**src/srpc_pkg.sv**
```systemverilog
/*
  Package for the string repeat prefix control block: prefix and primitive
  encodings, count width, sequencer states.
  Assumes a single core clock and synchronous handshakes with the datapath.
*/
// Overview of operation
// - Unconditional prefix on move or store loops until the count is zero.
// - Test count before each pass; service interrupt, run primitive, decrement.
// - Equal/zero prefix is the same byte as the unconditional prefix.
// - Equal prefix on compare/scan continues only if zero flag set.
// - Unequal prefix on compare/scan ends when zero flag set.
// - Zero flag tested only after a primitive ran, never before.
// - Zero-flag exit only for compare or scan, byte or word.
package srpc_pkg;
  localparam int unsigned COUNT_W = 16;

  // Prefix byte selects polarity; the equal and plain forms share one code
  localparam logic PREFIX_WHILE_EQUAL   = 1'h1;
  localparam logic PREFIX_WHILE_UNEQUAL = 1'h0;

  typedef enum logic [2:0] {
    SRPC_PRIM_MOVE_BYTE,
    SRPC_PRIM_MOVE_WORD,
    SRPC_PRIM_STORE_BYTE,
    SRPC_PRIM_STORE_WORD,
    SRPC_PRIM_COMPARE_BYTE,
    SRPC_PRIM_COMPARE_WORD,
    SRPC_PRIM_SCAN_BYTE,
    SRPC_PRIM_SCAN_WORD
  } srpc_prim_e;

  typedef enum logic [2:0] {
    SRPC_IDLE,
    SRPC_TEST,
    SRPC_SERVICE,
    SRPC_EXEC,
    SRPC_DECR
  } srpc_state_e;
endpackage

```
**src/srpc_dp_if.sv**
```systemverilog
/*
  Interface between the sequencer and its exit-decision helper.
  Assumes both ends on the core clock.
*/
interface srpc_dp_if;
  import srpc_pkg::*;
  logic       prefix_equal;
  srpc_prim_e prim;
  logic       zero_flag;
  logic       exit_now;
  modport seq  (output prefix_equal, output prim, output zero_flag, input exit_now);
  modport exitd(input prefix_equal, input prim, input zero_flag, output exit_now);
endinterface

```
**src/srpc_exit_decide.sv**
```systemverilog
/*
  Combinational zero-flag exit decision after one executed pass.
  Assumes the flag given is the one the primitive just posted.
*/
module srpc_exit_decide (
  srpc_dp_if.exitd dp
);
  import srpc_pkg::*;
  logic is_cmp_scan;
  always_comb begin
    is_cmp_scan = (dp.prim == SRPC_PRIM_COMPARE_BYTE) || (dp.prim == SRPC_PRIM_COMPARE_WORD) ||
                  (dp.prim == SRPC_PRIM_SCAN_BYTE) || (dp.prim == SRPC_PRIM_SCAN_WORD);
    if (dp.prefix_equal == PREFIX_WHILE_EQUAL) begin
      dp.exit_now = is_cmp_scan && !dp.zero_flag;
    end else begin
      dp.exit_now = is_cmp_scan && dp.zero_flag;
    end
  end
endmodule

```
**src/srpc_top.sv**
```systemverilog
/*
  Sequencer for a repeated string instruction: checks the count, services
  interrupts between passes, runs one primitive per pass, decrements count.
  Assumes prefix decode supplies a start pulse with prefix/primitive/count,
  and the string datapath answers each exec request with a done pulse.
*/
module srpc_top (
  input  wire logic                         clk_sys_i,
  input  wire logic                         rstn_i,
  input  wire logic                         start_i,
  input  wire logic                         prefix_equal_i,
  input  wire srpc_pkg::srpc_prim_e         prim_i,
  input  wire logic [srpc_pkg::COUNT_W-1:0] count_i,
  input  wire logic                         irq_pending_i,
  input  wire logic                         irq_done_i,
  input  wire logic                         prim_done_i,
  input  wire logic                         zero_flag_i,
  output logic                              busy_o,
  output logic                              irq_req_o,
  output logic                              exec_o,
  output logic [srpc_pkg::COUNT_W-1:0]      count_o,
  output logic                              finish_o
);
  import srpc_pkg::*;

  // Exit helper sees captured prefix and primitive plus the live flag
  srpc_dp_if dp ();

  // Sequencer state
  srpc_state_e        state_reg;
  srpc_state_e        state_next;
  // Operands captured with the start pulse
  logic               pfx_reg;
  logic               pfx_next;
  srpc_prim_e         prim_reg;
  srpc_prim_e         prim_next;
  // Passes still to run
  logic [COUNT_W-1:0] cnt_reg;
  logic [COUNT_W-1:0] cnt_next;
  // Early-exit verdict of the last pass
  logic               exit_reg;
  logic               exit_next;
  // Registered outputs
  logic               irq_reg;
  logic               irq_next;
  logic               exec_reg;
  logic               exec_next;
  logic               fin_reg;
  logic               fin_next;
  logic               busy_reg;
  logic               busy_next;
  // Events decoded once, shared by every group
  logic               take_start;
  logic               go_irq;
  logic               go_exec;
  logic               pass_over;
  logic               loop_end;

  // Flag only meaningful once a primitive has completed
  assign dp.prefix_equal = pfx_reg;
  assign dp.prim         = prim_reg;
  assign dp.zero_flag    = zero_flag_i;

  srpc_exit_decide u_srpc_exit_decide (
    .dp (dp)
  );

  // One decode of the current state keeps all groups in step
  always_comb begin
    take_start = 1'h0;
    go_irq     = 1'h0;
    go_exec    = 1'h0;
    pass_over  = 1'h0;
    loop_end   = 1'h0;
    unique case (state_reg)
      SRPC_IDLE: begin
        take_start = start_i;
      end
      SRPC_TEST: begin
        if (cnt_reg == '0 || exit_reg) begin
          loop_end = 1'h1;
        end else if (irq_pending_i) begin
          go_irq = 1'h1;
        end else begin
          go_exec = 1'h1;
        end
      end
      SRPC_SERVICE: begin
        go_exec = irq_done_i;
      end
      SRPC_EXEC: begin
        pass_over = prim_done_i;
      end
      SRPC_DECR: begin
        loop_end = 1'h0;
      end
      default: begin
        loop_end = 1'h0;
      end
    endcase
  end

  always_comb begin
    state_next = state_reg;
    unique case (state_reg)
      SRPC_IDLE: begin
        if (take_start) begin
          state_next = SRPC_TEST;
        end
      end
      SRPC_TEST: begin
        if (loop_end) begin
          state_next = SRPC_IDLE;
        end else if (go_irq) begin
          state_next = SRPC_SERVICE;
        end else begin
          state_next = SRPC_EXEC;
        end
      end
      SRPC_SERVICE: begin
        if (go_exec) begin
          state_next = SRPC_EXEC;
        end
      end
      SRPC_EXEC: begin
        if (pass_over) begin
          state_next = SRPC_DECR;
        end
      end
      SRPC_DECR: begin
        state_next = SRPC_TEST;
      end
      default: begin
        state_next = SRPC_IDLE;
      end
    endcase
  end

  always_ff @(posedge clk_sys_i or negedge rstn_i) begin
    if (!rstn_i) begin
      state_reg <= SRPC_IDLE;
    end else begin
      state_reg <= state_next;
    end
  end

  always_comb begin
    pfx_next  = pfx_reg;
    prim_next = prim_reg;
    if (take_start) begin
      // one prefix code, meaning by primitive
      pfx_next  = prefix_equal_i;
      prim_next = prim_i;
    end
  end

  always_ff @(posedge clk_sys_i or negedge rstn_i) begin
    if (!rstn_i) begin
      pfx_reg  <= 1'h0;
      prim_reg <= SRPC_PRIM_MOVE_BYTE;
    end else begin
      pfx_reg  <= pfx_next;
      prim_reg <= prim_next;
    end
  end

  always_comb begin
    cnt_next = cnt_reg;
    if (take_start) begin
      cnt_next = count_i;
    end else if (state_reg == SRPC_DECR) begin
      cnt_next = cnt_reg - COUNT_W'(1);
    end
  end

  always_ff @(posedge clk_sys_i or negedge rstn_i) begin
    if (!rstn_i) begin
      cnt_reg <= '0;
    end else begin
      cnt_reg <= cnt_next;
    end
  end

  always_comb begin
    exit_next = exit_reg;
    if (take_start) begin
      exit_next = 1'h0;
    end else if (pass_over) begin
      exit_next = dp.exit_now;
    end
  end

  always_ff @(posedge clk_sys_i or negedge rstn_i) begin
    if (!rstn_i) begin
      exit_reg <= 1'h0;
    end else begin
      exit_reg <= exit_next;
    end
  end

  // Pulses last one cycle; busy drops with the finish pulse
  always_comb begin
    irq_next  = go_irq;
    exec_next = go_exec;
    fin_next  = loop_end;
    busy_next = (state_next != SRPC_IDLE);
  end

  // no flag outputs; flags come only from the datapath
  always_ff @(posedge clk_sys_i or negedge rstn_i) begin
    if (!rstn_i) begin
      irq_reg  <= 1'h0;
      exec_reg <= 1'h0;
      fin_reg  <= 1'h0;
      busy_reg <= 1'h0;
    end else begin
      irq_reg  <= irq_next;
      exec_reg <= exec_next;
      fin_reg  <= fin_next;
      busy_reg <= busy_next;
    end
  end

  assign busy_o    = busy_reg;
  assign irq_req_o = irq_reg;
  assign exec_o    = exec_reg;
  assign count_o   = cnt_reg;
  assign finish_o  = fin_reg;
endmodule

```
**config.mk**
```make
export PLATFORM = sky130hd
export DESIGN_NAME = srpc_top
export DESIGN_NICKNAME = d
export VERILOG_FILES = /design/src/srpc_pkg.sv /design/src/srpc_dp_if.sv /design/src/srpc_exit_decide.sv /design/src/srpc_top.sv
export SDC_FILE = /design/constraint.sdc
export NUM_CORES = 1
export LEC_CHECK = 0
export ABC_AREA = 1
export ABC_CLOCK_PERIOD_IN_PS = 1500
export BUFFER_PORTS_ARGS = -buffer_cell sky130_fd_sc_hd__buf_2
export CAP_MARGIN = 10
export CORE_MARGIN = 8
export CORE_UTILIZATION = 51
export CTS_CLUSTER_SIZE = 12
export DETAILED_ROUTE_END_ITERATION = 8
export PLACE_DENSITY_LB_ADDON = 0.2
export SKIP_LAST_GASP = 1
export SYNTH_ARGS = -nofsm -noshare
export SYNTH_HDL_FRONTEND = slang
export SYNTH_SLANG_ARGS = --single-unit
```
**constraint.sdc**
```tcl
create_clock -name clk_sys_i -period 1.5 [get_ports clk_sys_i]
set_input_delay 0.15 -clock clk_sys_i [delete_from_list [all_inputs] [get_ports clk_sys_i]]
set_output_delay 0.15 -clock clk_sys_i [all_outputs]
set_load 0.05 [all_outputs]
```
==> results.sh <==
export IMPL_status="complete, no violations"
export IMPL_syn_cell_area_sq_um=1570
export IMPL_track_usage_pct=16.8
export IMPL_tritoncts_clock_tree="done"
export IMPL_vias_in_the_first_global_route=1576
export IMPL_drt_pass1_iterations=6
export IMPL_synth_cells=215
export IMPL_worst_setup_path_end_kind="flip-flop"
export IMPL_report_final_slew_viol_count=0
export IMPL_synthesis_area_per_instance_sq_um=7.29
export IMPL_global_route_usage_met3_pct=4.04
export IMPL_clock_tree_buffer_depth=2
export IMPL_antenna_left=0
export IMPL_dpl_hpwl_um=3110
export IMPL_clock_latency_ns=0.33
export IMPL_dpl_cell_count=292
export IMPL_timing_critical_path_required_ns=1.74
export IMPL_crit_path_start_kind="flip-flop"
export IMPL_number_of_synthesis_warnings=0
export IMPL_clock_tree_htree_level_count=1
export IMPL_hold_path_class="in -> reg"
export IMPL_gr_usage_met2_pct=29.0
export IMPL_synth_fp_nets=243
export IMPL_die_x_um=71.4
export IMPL_power_static_leakage_uw=0.000974
export IMPL_die_area_sq_um=5100
export IMPL_post_drt_via_cell_ratio=5.32
export IMPL_postSynthRegisterBits=26
export IMPL_final_setup_tns_ns=0
export IMPL_drv_cap=0
export IMPL_hold_violations=0
export IMPL_vdd_drop_max_v=0.00134
export IMPL_drive_gt1_share_pct=35.8
export IMPL_fp_coreArea_sq_um=2980
export IMPL_detail_route_wirelength_um=4090
export IMPL_initial_core_util_pct=52.6
export IMPL_die_h_um=71.4
export IMPL_max_freq_mhz=702
export IMPL_multi_input_area_sq_um=858
export IMPL_crit_fanout=6
export IMPL_setup_violations=0
export IMPL_fin_crit_ns=1.43
export IMPL_total_power_uw=4490
export IMPL_finalClockSkew_ns=0.0161
export IMPL_final_net_count=297
export IMPL_grt_ovfl_total=0
export IMPL_critical_path_class="reg -> reg"
export IMPL_largest_reg_flops=16
export IMPL_io_pin_count=47
export IMPL_worst_endpoint_arrival_ns=1.66
export IMPL_clock_tree_root_cell="sky130_fd_sc_hd__clkbuf_4"
export IMPL_flow_area_growth_from_synthesis_pct=27.6
export IMPL_wire_length_of_the_first_global_routing_pass_um=7120
export IMPL_grt_start_max_net_pins=27
export IMPL_gp_congestion=0.900
export IMPL_power_density_nw_per_um2=2250
export IMPL_stdcell_count=301
export IMPL_num_vias=1600
export IMPL_seq_area_sq_um=657
export IMPL_clk_pin_slew_worst_paths_ns=0.16
export IMPL_drtIter0Drc=77
export IMPL_drc_errors=0
export IMPL_placement_rows=20
export IMPL_wire_per_inst_um=13.6
export IMPL_buffer_ports_inserted=44
export IMPL_antennaDiodeCount=0
export IMPL_synth_distinct_cells=25
export IMPL_cts_num_sinks=26
export IMPL_unrepaired_setup_endpoints_after_global_routing="yes"
export IMPL_global_route_peak_usage_layer="met2"
export IMPL_nFillCells=269
export IMPL_worst_pin_slew_ns=0.592
export IMPL_groute_layer_met1_usage_pct=19.8
export IMPL_cts_buffers_inserted=3
export IMPL_antenna_found_initial=0
export IMPL_synth_sequential_area_ratio_pct=41.5
export IMPL_timing_max_slew_rel_slack_pct=60.6
export IMPL_min_period_over_period_pct=95.0
cell type report:
type,count,area share (%)
Sequential cell,26,32.9
Clock buffer,3,1.13
Timing Repair Buffer,55,15.6
Tap cell,33,2.07
Multi-Input combinational cell,163,43.0
Clock inverter,1,1.50
Inverter,20,3.88
cells by family after synthesis:
group / Yosys count / synth area share [%]
adder cells (fa/ha/maj): 1 / 0.799
AO/OA/AOI/OAI: 43 / 15.3
buffers and inverters: 26 / 8.47
flip-flops: 26 / 41.5
AND/OR/NAND/NOR: 116 / 32.3
XOR/XNOR: 3 / 1.68
through the flow:
stage	hold slack (ns)	worst slack (ns)	cell area [sq um]	utilization, %
final	0.0140	0.0749	2000	67.1
after global routing	0.0112	-0.0268	2000	67.1
after CTS	0.0102	-0.00722	1910	64.2
after detailed placement	0.187	0.00305	1820	61.1
after global placement	0.182	0.0474	1820	61.1
after floorplan	-0.146	0.00230	1570	-
worst max-delay path: stages, from the launching register on:
cell,delay (ns)
sky130_fd_sc_hd__dfrtp_2,0.48
sky130_fd_sc_hd__nor2_1,0.20
sky130_fd_sc_hd__nand2_2,0.13
sky130_fd_sc_hd__nor2_2,0.19
sky130_fd_sc_hd__nand2_1,0.09
sky130_fd_sc_hd__nand2_1,0.06
sky130_fd_sc_hd__nand2_1,0.04
sky130_fd_sc_hd__nor2_1,0.08
sky130_fd_sc_hd__o21ai_1,0.06
repair_timing:
| item | 4_1_cts | 5_1_grt |
|---|---|---|
| hold buffers | 2 | 0 |
| hold endpoints to repair | 27 | 0 |
| setup buffers | 1 | 2 |
| endpoints found under the setup margin | 3 | 10 |
| resized for setup | 3 | 24 |
| pin swaps | 0 | 10 |
path summary, 6_finish.rpt:
path	slack (ns)	startpoint	end	cells past startpoint
worst max-delay path	0.07	count_o[3]$_DFFE_PN0P_	count_o[15]$_DFFE_PN0P_	8
worst min register to register	0.53	dp.prefix_equal$_DFFE_PN0P_	dp.prefix_equal$_DFFE_PN0P_	2
worst min-delay path	0.01	prim_i[2]	dp.prim[2]$_DFFE_PN0P_	3
worst max register to register	0.07	count_o[3]$_DFFE_PN0P_	count_o[15]$_DFFE_PN0P_	8
max in group asynchronous	0.73	rstn_i	count_o[1]$_DFFE_PN0P_	2
min in group asynchronous	0.34	rstn_i	count_o[10]$_DFFE_PN0P_	2
layout by cell type (no fill, tap or decap), drive strengths merged, types with 2 or more instances in the layout:
cell type    Yosys  final
nand3           11     11
xor2             3      3
nand2           59     59
nor2            41     41
nand4            2      2
a21oi            7      7
dlygate4sd3      0      2
o21ai           32     32
nor3             3      3
dfrtp           26     26
inv             20     20
buf              6     53
clkbuf           0      3
routing by layer:
metal  up-vias  share of wire, %
met3         4               7.1
met2        49                50
met1       751                42
met4         0              0.76
li1        796                 -
met5         -                 0
where the power goes:
| group | total [uW] | switching [uW] | leakage, uW | internal, uW |
|---|---|---|---|---|
| Combinational | 2660 | 1880 | 0.000629 | 786 |
| Clock | 485 | 215 | 0.0000279 | 270 |
| Sequential | 1340 | 339 | 0.000318 | 1000 |
Yosys cell counts:
library cell               instances  area [sq um]
sky130_fd_sc_hd__a32oi_1           1          8.76
sky130_fd_sc_hd__o32ai_2           1          16.3
sky130_fd_sc_hd__nand2_4           1          11.3
sky130_fd_sc_hd__nand4_1           2          12.5
sky130_fd_sc_hd__inv_1            17          63.8
sky130_fd_sc_hd__dfrtp_1          26           651
sky130_fd_sc_hd__inv_2             2          7.51
sky130_fd_sc_hd__a21oi_1           7          35.0
sky130_fd_sc_hd__o21ai_1          13          65.1
sky130_fd_sc_hd__o21ai_2           1          8.76
sky130_fd_sc_hd__nor2_2            8          50.1
sky130_fd_sc_hd__nor2_1           32           120
sky130_fd_sc_hd__nor2_4            1          11.3
sky130_fd_sc_hd__nand3_4           1          17.5
sky130_fd_sc_hd__nor3_1            3          15.0
sky130_fd_sc_hd__inv_4             1          6.26
sky130_fd_sc_hd__nand2_1          58           218
sky130_fd_sc_hd__xor2_1            3          26.3
sky130_fd_sc_hd__ha_1              1          12.5
sky130_fd_sc_hd__nand3_1          10          50.1
sky130_fd_sc_hd__buf_6             4          45.0
sky130_fd_sc_hd__o211ai_1          1          7.51
sky130_fd_sc_hd__buf_2             2          10.0
sky130_fd_sc_hd__o21ai_0          18          90.1
sky130_fd_sc_hd__a21boi_0          1          7.51
Power figures use the tool's default switching activity.
